===== src/core/nfh_regs.svh =====
// Constants for the NAND flash host port controller
`ifndef NFH_REGS_SVH
`define NFH_REGS_SVH

// Command bytes
`define NFH_CMD_READ1     8'h00
`define NFH_CMD_READ2     8'h30
`define NFH_CMD_PROG1     8'h80
`define NFH_CMD_PROG2     8'h10
`define NFH_CMD_ERASE1    8'h60
`define NFH_CMD_ERASE2    8'hD0
`define NFH_CMD_STATUS    8'h70
`define NFH_CMD_ECCSTAT   8'h7A
`define NFH_CMD_RESET     8'hFF

// Array geometry
`define NFH_PAGE_BYTES    12'd2112
`define NFH_MAIN_BYTES    12'd2048
`define NFH_SPARE_BYTES   12'd64
`define NFH_PAGES_PER_BLK 8'd64
`define NFH_BLOCKS        11'd1024
`define NFH_MIN_GOOD_BLKS 11'd1004
`define NFH_SECTORS       3'd4
`define NFH_MAX_PARTIAL   3'd4

// Strobe phase length in clk cycles (25 ns write/read cycle, 12 ns pulse)
`define NFH_STROBE_NS     12
`define NFH_STROBE_CYC    ((`NFH_STROBE_NS + 9) / 10)
// Least wait from write-high to busy
`define NFH_WB_NS         100
`define NFH_WB_CYC        ((`NFH_WB_NS + 9) / 10)
// Longest time-outs for busy, in microseconds
`define NFH_FETCH_MAX_US  120
`define NFH_PROG_MAX_US   700
`define NFH_ERASE_MAX_US  10000
`define NFH_RST_MAX_US    500
`define NFH_CYC_PER_US    100

`endif


===== src/core/nfh_pkg.sv =====
// Types for the NAND flash host port controller
package nfh_pkg;
   typedef enum logic [2:0] {
      NFH_OP_READ,
      NFH_OP_PROGRAM,
      NFH_OP_ERASE,
      NFH_OP_STATUS,
      NFH_OP_ECCSTAT,
      NFH_OP_RESET
   } nfh_op_e;
endpackage


===== src/core/nfh_pin_if.sv =====
// Pin-phase carrier between sequencer and pin driver
`timescale 1ns/10ps
interface nfh_pin_if;
   logic       req;
   logic       is_write;
   logic       cle;
   logic       ale;
   logic [7:0] wdata;
   logic       done;
   logic [7:0] rdata;
   modport seq (output req, output is_write, output cle, output ale, output wdata,
                input done, input rdata);
   modport drv (input req, input is_write, input cle, input ale, input wdata,
                output done, output rdata);
endinterface


===== src/core/nfh_host.sv =====
// NAND flash host controller: sequences commands, addresses and data
`timescale 1ns/10ps
`include "nfh_regs.svh"
// How it works
// - After ECC status command, four sector status bytes are read.
// - ECC status command is only sent when ready is high, as its own operation; a read goes from busy straight to its data bytes.
// - Consecutive programs to one page are counted and refused beyond four; a program to another page restarts the count.
// - Block addresses at or past the usable count are flagged to the user.
// - Addresses go out in four bytes: two column, then two row (block and page); erase sends the two row bytes only.
// - Operations use the documented command pairs; status and reset while busy.
module nfh_host #(
   parameter int FETCH_TO = `NFH_FETCH_MAX_US * `NFH_CYC_PER_US,
   parameter int PROG_TO  = `NFH_PROG_MAX_US * `NFH_CYC_PER_US,
   parameter int ERASE_TO = `NFH_ERASE_MAX_US * `NFH_CYC_PER_US,
   parameter int RST_TO   = `NFH_RST_MAX_US * `NFH_CYC_PER_US
) (
   // Clock and reset
   input  wire logic            clk_i,
   input  wire logic            rst_n_i,
   // User command port
   input  wire logic            cmd_valid_i,
   output logic                 cmd_ready_o,
   input  wire nfh_pkg::nfh_op_e cmd_op_i,
   input  wire logic [11:0]     col_i,
   input  wire logic [5:0]      page_i,
   input  wire logic [9:0]      block_i,
   input  wire logic [11:0]     len_i,
   // Write data stream
   input  wire logic            wr_valid_i,
   output logic                 wr_ready_o,
   input  wire logic [7:0]      wr_data_i,
   // Read data stream
   output logic                 rd_valid_o,
   output logic [7:0]           rd_data_o,
   // Completion
   output logic                 done_o,
   output logic                 error_o,
   output logic                 bad_block_o,
   // Flash pins
   output logic                 chip_sel_n_o,
   output logic                 cle_o,
   output logic                 ale_o,
   output logic                 write_strobe_n_o,
   output logic                 read_strobe_n_o,
   output logic                 write_protect_n_o,
   output logic [7:0]           io_o,
   output logic                 io_oe_n_o,
   input  wire logic [7:0]      io_i,
   input  wire logic            ready_busy_n_i
);
   typedef enum logic [3:0] {
      NFH_IDLE, NFH_CMD1, NFH_ADDR, NFH_WDATA, NFH_CMD2, NFH_WAITB, NFH_BUSY,
      NFH_RDATA, NFH_FIN
   } nfh_state_e;

   nfh_pin_if pin ();

   nfh_state_e       state;
   nfh_pkg::nfh_op_e op;
   logic [7:0]  addr [4];
   logic [1:0]  aidx;
   logic [2:0]  nadr;
   logic [11:0] left;
   logic [31:0] tmo;
   logic [6:0]  wbc;
   logic        rb_s1, rb_s2, rb_s3, rb;
   logic [15:0] last_row;
   logic [2:0]  part_cnt;
   logic        issued;
   logic        fail;

   // Ready-busy is a pin: three flops, level changes once stages agree
   always_ff @(posedge clk_i or negedge rst_n_i) begin
      if (!rst_n_i) begin
         rb_s1 <= 1'b1;
         rb_s2 <= 1'b1;
         rb_s3 <= 1'b1;
         rb    <= 1'b1;
      end else begin
         rb_s1 <= ready_busy_n_i;
         rb_s2 <= rb_s1;
         rb_s3 <= rb_s2;
         if (rb_s2 == rb_s3) begin
            rb <= rb_s3;
         end
      end
   end

   nfh_pin_drv u_drv (
      .clk_i            (clk_i),
      .rst_n_i          (rst_n_i),
      .pin              (pin.drv),
      .cle_o            (cle_o),
      .ale_o            (ale_o),
      .write_strobe_n_o (write_strobe_n_o),
      .read_strobe_n_o  (read_strobe_n_o),
      .io_o             (io_o),
      .io_oe_n_o        (io_oe_n_o),
      .io_i             (io_i)
   );

   logic [7:0] cmd1, cmd2;
   always_comb begin
      unique case (op)
         nfh_pkg::NFH_OP_READ:    begin cmd1 = `NFH_CMD_READ1;   cmd2 = `NFH_CMD_READ2;  end
         nfh_pkg::NFH_OP_PROGRAM: begin cmd1 = `NFH_CMD_PROG1;   cmd2 = `NFH_CMD_PROG2;  end
         nfh_pkg::NFH_OP_ERASE:   begin cmd1 = `NFH_CMD_ERASE1;  cmd2 = `NFH_CMD_ERASE2; end
         nfh_pkg::NFH_OP_STATUS:  begin cmd1 = `NFH_CMD_STATUS;  cmd2 = 8'h00;           end
         nfh_pkg::NFH_OP_ECCSTAT: begin cmd1 = `NFH_CMD_ECCSTAT; cmd2 = 8'h00;           end
         default:                 begin cmd1 = `NFH_CMD_RESET;   cmd2 = 8'h00;           end
      endcase
   end

   // Pin phase request
   always_comb begin
      pin.req      = 1'b0;
      pin.is_write = 1'b1;
      pin.cle      = 1'b0;
      pin.ale      = 1'b0;
      pin.wdata    = 8'h00;
      unique case (state)
         NFH_CMD1:  begin pin.req = !issued; pin.cle = 1'b1; pin.wdata = cmd1; end
         NFH_CMD2:  begin pin.req = !issued; pin.cle = 1'b1; pin.wdata = cmd2; end
         NFH_ADDR:  begin pin.req = !issued; pin.ale = 1'b1; pin.wdata = addr[aidx]; end
         NFH_WDATA: begin pin.req = !issued && wr_valid_i; pin.wdata = wr_data_i; end
         NFH_RDATA: begin pin.req = !issued; pin.is_write = 1'b0; end
         default:   pin.req = 1'b0;
      endcase
   end

   assign wr_ready_o  = (state == NFH_WDATA) && !issued;
   assign cmd_ready_o = (state == NFH_IDLE);

   logic [15:0] row;
   assign row = {block_i, page_i};

   always_ff @(posedge clk_i or negedge rst_n_i) begin
      if (!rst_n_i) begin
         state             <= NFH_IDLE;
         op                <= nfh_pkg::NFH_OP_RESET;
         for (int i = 0; i < 4; i++) addr[i] <= 8'h00;
         aidx              <= 2'd0;
         nadr              <= 3'd0;
         left              <= 12'h000;
         tmo               <= 32'h0;
         wbc               <= 7'h00;
         issued            <= 1'b0;
         fail              <= 1'b0;
         last_row          <= 16'hFFFF;
         part_cnt          <= 3'd0;
         chip_sel_n_o      <= 1'b1;
         write_protect_n_o <= 1'b0;
         rd_valid_o        <= 1'b0;
         rd_data_o         <= 8'h00;
         done_o            <= 1'b0;
         error_o           <= 1'b0;
         bad_block_o       <= 1'b0;
      end else begin
         done_o     <= 1'b0;
         rd_valid_o <= 1'b0;
         if (pin.req) issued <= 1'b1;
         if (pin.done) issued <= 1'b0;
         unique case (state)
            NFH_IDLE: begin
               chip_sel_n_o      <= 1'b1;
               write_protect_n_o <= 1'b0;
               if (cmd_valid_i && (rb || cmd_op_i == nfh_pkg::NFH_OP_STATUS
                                   || cmd_op_i == nfh_pkg::NFH_OP_RESET)) begin
                  op   <= cmd_op_i;
                  fail <= 1'b0;
                  bad_block_o <= ({1'b0, block_i} >= `NFH_MIN_GOOD_BLKS);
                  addr[0] <= col_i[7:0];
                  addr[1] <= {4'h0, col_i[11:8]};
                  addr[2] <= row[7:0];
                  addr[3] <= row[15:8];
                  aidx <= (cmd_op_i == nfh_pkg::NFH_OP_ERASE) ? 2'd2 : 2'd0;
                  unique case (cmd_op_i)
                     nfh_pkg::NFH_OP_READ, nfh_pkg::NFH_OP_PROGRAM: nadr <= 3'd4;
                     nfh_pkg::NFH_OP_ERASE: nadr <= 3'd2;
                     default: nadr <= 3'd0;
                  endcase
                  left <= (cmd_op_i == nfh_pkg::NFH_OP_ECCSTAT) ? 12'(`NFH_SECTORS)
                        : (cmd_op_i == nfh_pkg::NFH_OP_STATUS) ? 12'd1
                        : ((len_i > `NFH_PAGE_BYTES - col_i) ? `NFH_PAGE_BYTES - col_i
                                                              : len_i);
                  if (cmd_op_i == nfh_pkg::NFH_OP_PROGRAM) begin
                     if (row == last_row && part_cnt >= `NFH_MAX_PARTIAL) begin
                        error_o <= 1'b1;
                        done_o  <= 1'b1;
                     end else begin
                        part_cnt <= (row == last_row) ? part_cnt + 3'd1 : 3'd1;
                        last_row <= row;
                        write_protect_n_o <= 1'b1;
                        chip_sel_n_o <= 1'b0;
                        error_o <= 1'b0;
                        state <= NFH_CMD1;
                     end
                  end else begin
                     if (cmd_op_i == nfh_pkg::NFH_OP_ERASE) begin
                        write_protect_n_o <= 1'b1;
                        if (row[15:6] == last_row[15:6]) last_row <= 16'hFFFF;
                     end
                     chip_sel_n_o <= 1'b0;
                     error_o <= 1'b0;
                     state <= NFH_CMD1;
                  end
               end
            end
            NFH_CMD1: if (pin.done) begin
               if (nadr != 3'd0) state <= NFH_ADDR;
               else if (op == nfh_pkg::NFH_OP_RESET) state <= NFH_WAITB;
               else state <= NFH_RDATA;
            end
            NFH_ADDR: if (pin.done) begin
               aidx <= aidx + 2'd1;
               nadr <= nadr - 3'd1;
               if (nadr == 3'd1) state <= (op == nfh_pkg::NFH_OP_PROGRAM) ? NFH_WDATA : NFH_CMD2;
            end
            NFH_WDATA: if (pin.done) begin
               left <= left - 12'd1;
               if (left == 12'd1) state <= NFH_CMD2;
            end
            NFH_CMD2: if (pin.done) state <= NFH_WAITB;
            NFH_WAITB: begin
               // Busy may take up to the write-high-to-busy time to show
               wbc <= wbc + 7'd1;
               if (wbc == 7'(`NFH_WB_CYC + 4)) begin
                  wbc <= 7'h00;
                  unique case (op)
                     nfh_pkg::NFH_OP_READ:    tmo <= 32'(FETCH_TO);
                     nfh_pkg::NFH_OP_PROGRAM: tmo <= 32'(PROG_TO);
                     nfh_pkg::NFH_OP_ERASE:   tmo <= 32'(ERASE_TO);
                     default:                 tmo <= 32'(RST_TO);
                  endcase
                  state <= NFH_BUSY;
               end
            end
            NFH_BUSY: begin
               // Chip select stays low; dropping it would not stop the flash
               tmo <= tmo - 32'd1;
               if (rb) begin
                  state <= (op == nfh_pkg::NFH_OP_READ) ? NFH_RDATA : NFH_FIN;
               end else if (tmo == 32'd0) begin
                  fail  <= 1'b1;
                  state <= NFH_FIN;
               end
            end
            NFH_RDATA: if (pin.done) begin
               rd_valid_o <= 1'b1;
               rd_data_o  <= pin.rdata;
               left <= left - 12'd1;
               if (left <= 12'd1) state <= NFH_FIN;
            end
            NFH_FIN: begin
               done_o  <= 1'b1;
               error_o <= fail;
               write_protect_n_o <= 1'b0;
               chip_sel_n_o <= 1'b1;
               state <= NFH_IDLE;
            end
            default: state <= NFH_IDLE;
         endcase
      end
   end
endmodule // nfh_host


===== src/core/nfh_pin_drv.sv =====
// One strobe cycle on the flash pins: a write or a read byte
`timescale 1ns/10ps
`include "nfh_regs.svh"
module nfh_pin_drv (
   // Clock and reset
   input  wire logic       clk_i,
   input  wire logic       rst_n_i,
   // Sequencer side
   nfh_pin_if.drv          pin,
   // Flash pins
   output logic            cle_o,
   output logic            ale_o,
   output logic            write_strobe_n_o,
   output logic            read_strobe_n_o,
   output logic [7:0]      io_o,
   output logic            io_oe_n_o,
   input  wire logic [7:0] io_i
);
   typedef enum logic [1:0] {NFH_D_IDLE, NFH_D_LOW, NFH_D_HIGH} nfh_drv_e;
   localparam int CYC = `NFH_STROBE_CYC;

   nfh_drv_e   state;
   logic [3:0] cnt;
   logic [7:0] io_s1, io_s2, io_s3;

   // Read data pass three flops; a byte is taken once stages two and three agree
   always_ff @(posedge clk_i or negedge rst_n_i) begin
      if (!rst_n_i) begin
         io_s1 <= 8'h00;
         io_s2 <= 8'h00;
         io_s3 <= 8'h00;
      end else begin
         io_s1 <= io_i;
         io_s2 <= io_s1;
         io_s3 <= io_s2;
      end
   end

   always_ff @(posedge clk_i or negedge rst_n_i) begin
      if (!rst_n_i) begin
         state            <= NFH_D_IDLE;
         cnt              <= 4'h0;
         cle_o            <= 1'b0;
         ale_o            <= 1'b0;
         write_strobe_n_o <= 1'b1;
         read_strobe_n_o  <= 1'b1;
         io_o             <= 8'h00;
         io_oe_n_o        <= 1'b1;
         pin.rdata        <= 8'h00;
      end else begin
         unique case (state)
            NFH_D_IDLE: begin
               if (pin.req) begin
                  cle_o <= pin.cle;
                  ale_o <= pin.ale;
                  io_o  <= pin.wdata;
                  io_oe_n_o <= !pin.is_write;
                  if (pin.is_write) begin
                     write_strobe_n_o <= 1'b0;
                  end else begin
                     read_strobe_n_o <= 1'b0;
                  end
                  cnt   <= 4'(CYC + 2);
                  state <= NFH_D_LOW;
               end
            end
            NFH_D_LOW: begin
               if (cnt == 4'h0) begin
                  // Rising write strobe latches command or address byte
                  write_strobe_n_o <= 1'b1;
                  read_strobe_n_o  <= 1'b1;
                  if (io_s2 == io_s3) begin
                     pin.rdata <= io_s3;
                  end
                  cnt   <= 4'(CYC);
                  state <= NFH_D_HIGH;
               end else begin
                  cnt <= cnt - 4'h1;
               end
            end
            NFH_D_HIGH: begin
               // Long high time keeps the read path in normal output mode
               if (cnt == 4'h0) begin
                  io_oe_n_o <= 1'b1;
                  cle_o     <= 1'b0;
                  ale_o     <= 1'b0;
                  state     <= NFH_D_IDLE;
               end else begin
                  cnt <= cnt - 4'h1;
               end
            end
            default: state <= NFH_D_IDLE;
         endcase
      end
   end

   assign pin.done = (state == NFH_D_HIGH) && (cnt == 4'h0);
endmodule // nfh_pin_drv


===== config.mk =====
export PLATFORM = sky130hd
export DESIGN_NAME = nfh_host
export DESIGN_NICKNAME = d
export VERILOG_FILES = /design/src/core/nfh_pkg.sv /design/src/core/nfh_pin_if.sv /design/src/core/nfh_host.sv /design/src/core/nfh_pin_drv.sv
export VERILOG_INCLUDE_DIRS = /design/src /design/src/core
export SDC_FILE = /design/constraint.sdc
export NUM_CORES = 1
export LEC_CHECK = 0
export ABC_CLOCK_PERIOD_IN_PS = 5550
export BUFFER_PORTS_ARGS = -buffer_cell sky130_fd_sc_hd__buf_2
export CORE_UTILIZATION = 64
export DETAILED_ROUTE_END_ITERATION = 8
export PLACE_DENSITY = 0.85
export SYNTH_ARGS = -nofsm -noshare
export SYNTH_HDL_FRONTEND = slang
export SYNTH_SLANG_ARGS = --single-unit

===== constraint.sdc =====
create_clock -name clk_i -period 5.55 [get_ports clk_i]
set_input_delay 0.8325 -clock clk_i [delete_from_list [all_inputs] [get_ports clk_i]]
set_output_delay 0.8325 -clock clk_i [all_outputs]
set_load 0.1 [all_outputs]

==> impl_metrics.json <==
{
  "avgSynthCellArea_um2": 9.69,
  "synthTopCellsByArea": "dfrtp_1, dfstp_2, nand2_1",
  "clkLatencyLatePin_ps": 450,
  "wirelength_um": 22500,
  "syn_inst": 957,
  "multi_input_area_um2": 4490,
  "path_max_fanout": 22,
  "first_pass_iters": 7,
  "grt_pass1_vias": 7392,
  "htreeDepth": 4,
  "timing.final.crit_share_pct": 63.4,
  "critPathArrivalTime_ps": 3850,
  "slew_headroom_pct": 25.9,
  "drt_iter0_drc": 721,
  "cts_tree": "done",
  "final_nets": 1126,
  "tightest_slew_ps": 1100,
  "clk_path_buf_depth": 2,
  "worstSetupEndpointType": "flop",
  "antenna_found_initial": 2,
  "grt_max_degree": 104,
  "yosys.area.top_type": "dfrtp_1",
  "yosysTopAreaCellShare_pct": 41.8,
  "cp.required_ps": 5880,
  "combPwrFrac_pct": 37.4,
  "final_common_cell": "nand2_1",
  "synth_edf_count": 0,
  "root_buffer": "clkbuf_16",
  "cpPeakStageDelay_ps": 440,
  "dpl.hpwl_um": 15500,
  "final.setup_skew_ps": 17.6,
  "initial_core_util_pct": 66.3,
  "final-setup-viol-count": 0,
  "post_cts_resized": 0,
  "ioPinCount": 93,
  "gp_congestion": 0.901,
  "grt_pass1_wl_um": 36700,
  "path_class": "in2reg",
  "power_w": 0.00544,
  "post_cts_buffers": 0,
  "p_per_area_nw_per_um2": 517,
  "ys_warn_count": 0,
  "yosysSeqAreaShare_pct": 49.2,
  "grtUsageTotal_pct": 32.0,
  "die-area_um2": 15000,
  "synth_ff_type": "dfrtp_1",
  "p_leak_nw": 4.79,
  "critPathSlowestCell": "a2111o_1",
  "seqPwrFrac_pct": 39.6,
  "vias": 7793,
  "coreArea_um2": 14000,
  "cts_made_buffers": 17,
  "setup.worst_path.start": "col_i[5]",
  "hp-start": "u_drv.io_s1[5]",
  "status": "complete, no violations",
  "fillers": 1009,
  "switching_share_pct": 43.0,
  "worst-path-buf-inv": 2,
  "ys_ff_latch": 181,
  "rsz0062_at_grt": "no",
  "synth_fp_nets": 1048,
  "gr-total-overflow": 0,
  "async_flop_share_pct": 100,
  "cts_hold_buf": 0,
  "die_h_um": 122,
  "drv_cap": 0,
  "clock_power_share_pct": 23.1,
  "hp-class": "reg2reg",
  "areaGrowthSynthToFinish_pct": 13.3,
  "reg2reg_depth": 7,
  "period_needed_ps": 3520,
  "layout_common_cells": "nand2_1, dfrtp_1, buf_2, o21ai_0, nor2_1",
  "layout-drive-gt1-share_pct": 19.9,
  "synth_cell_type_count": 79,
  "switchingPower_w": 0.00234,
  "internal_power_w": 0.00310,
  "worst_path_most_repeated_cell": "a21oi_1",
  "rows": 43,
  "die_w_um": 122,
  "clkTransAtPathRegs_ps": 80,
  "synth_area_um2": 9270,
  "crit_cells": 13,
  "cts_sinks": 181,
  "vias_per_cell": 6.34,
  "port_buffers": 92,
  "peakVddDrop_mv": 0.335,
  "min_path_cells": 0,
  "cp_top_family": "simple AND/OR/NAND/NOR gates",
  "max_clock_freq_mhz": 284,
  "ant_nets": 0,
  "wl_per_cell_um": 18.3,
  "r2r_start": "state[2]",
  "hold_viol_final": 0,
  "cp_cell_sequence": "buf_2 -> nor4_1 -> nand2_1 -> a2111o_1 -> xnor2_1 -> ha_1 -> nand4_1 -> or3_1 -> o41ai_2 -> buf_4 -> mux2_2 -> a21oi_1 -> a21oi_1",
  "setup-tns-final_ps": 0,
  "ff_latch_area_um2": 4560,
  "start_kind": "input port",
  "slew_violations": 0,
  "remaining_drc_errors": 0
}
## state kept, by name, summed over array words and instances (netlist names), 4 cells and up
signal / cells
addr: 28
last_row: 16
left: 12
rd_data_o: 8
state: 4
tmo: 32
u_drv.cnt: 4
u_drv.io_o: 8
u_drv.io_s1: 8
u_drv.io_s2: 8
u_drv.io_s3: 8
u_drv.pin.rdata: 8
wbc: 7
## worst paths after layout
path                       slack (ps)             end
max in group asynchronous        3910     last_row[7]
setup / recovery                 2030         left[1]
min in group asynchronous         500         tmo[18]
setup reg to reg                 2120         tmo[19]
hold reg to reg                   350  u_drv.io_s2[5]
hold / removal                    350  u_drv.io_s2[5]
## synthesized netlist by cell type, drive strengths merged, types with 3 or more instances
library cell / instances
o31ai: 4
mux2: 20
buf: 14
and2: 7
o21ai: 74
o41ai: 8
a221oi: 4
a211oi: 4
or4: 8
xor2: 17
nor4: 15
a32oi: 3
nand2: 182
nand3: 19
nand3b: 6
o22a: 17
xnor2: 22
clkbuf: 25
a21oi: 39
a22o: 4
o21a: 4
mux4: 4
ha: 27
dfstp: 26
o311ai: 6
and3: 9
nand2b: 13
nor2b: 7
nor2: 58
o211ai: 11
o22ai: 3
nand4: 12
dfrtp: 155
mux2i: 14
inv: 21
or3: 12
nor4b: 3
a31oi: 5
a21o: 8
nor3: 29
or2: 12
## logic make-up after synthesis
| group | Yosys count | share of synthesized area, % |
|---|---|---|
| AO/OA/AOI/OAI | 214 | 15.2 |
| flip-flops | 181 | 49.2 |
| multiplexers | 38 | 4.91 |
| adder cells (fa/ha/maj) | 28 | 3.75 |
| buffers and inverters | 60 | 2.55 |
| XOR/XNOR | 39 | 3.68 |
| AND/OR/NAND/NOR | 397 | 20.8 |
## power by group through the flow
stage | combinational (W) | clock [W] | sequential, W
3_5_place_dp | 0.00198 | 0 | 0.00215
3_3_place_gp | 0.00192 | 0 | 0.00213
4_1_cts | 0.00202 | 0.00127 | 0.00214
2_1_floorplan | 0.00132 | 0 | 0.00229
6_report | 0.00203 | 0.00125 | 0.00215
5_1_grt | 0.00223 | 0.00132 | 0.00220
## layout make-up
type | instances | share of cell area (%)
Multi-Input combinational cell | 716 | 42.7
Tap cell | 180 | 2.14
Antenna cell | 2 | 0.0476
Clock buffer | 17 | 4.05
Inverter | 21 | 0.750
Clock inverter | 15 | 2.04
Timing Repair Buffer | 98 | 4.87
Sequential cell | 181 | 43.4
## per-stage QoR
stage | worst slack (ps) | hold slack (ps) | instance area (um^2) | util, % | std cells
detailed placement | 1610 | 336 | 9860 | 70.5 | 1196
CTS | 2060 | 354 | 10500 | 75.1 | 1228
global route | 1790 | 351 | 10500 | 75.1 | 1230
finish | 2030 | 352 | 10500 | 75.1 | 1230
floorplan | 1050 | 331 | 9270 | - | 957
global placement | 1660 | 333 | 9860 | 70.5 | 1196
## layer usage
layer,share of wire [%],global-route usage [%],vias to the layer above
li1,-,-,3604
met1,41,40.7,3828
met2,50,53.6,310
met3,5.8,6.55,51
met4,3.2,13.0,0
met5,0,0,-
(Power assumes the default switching activity.)
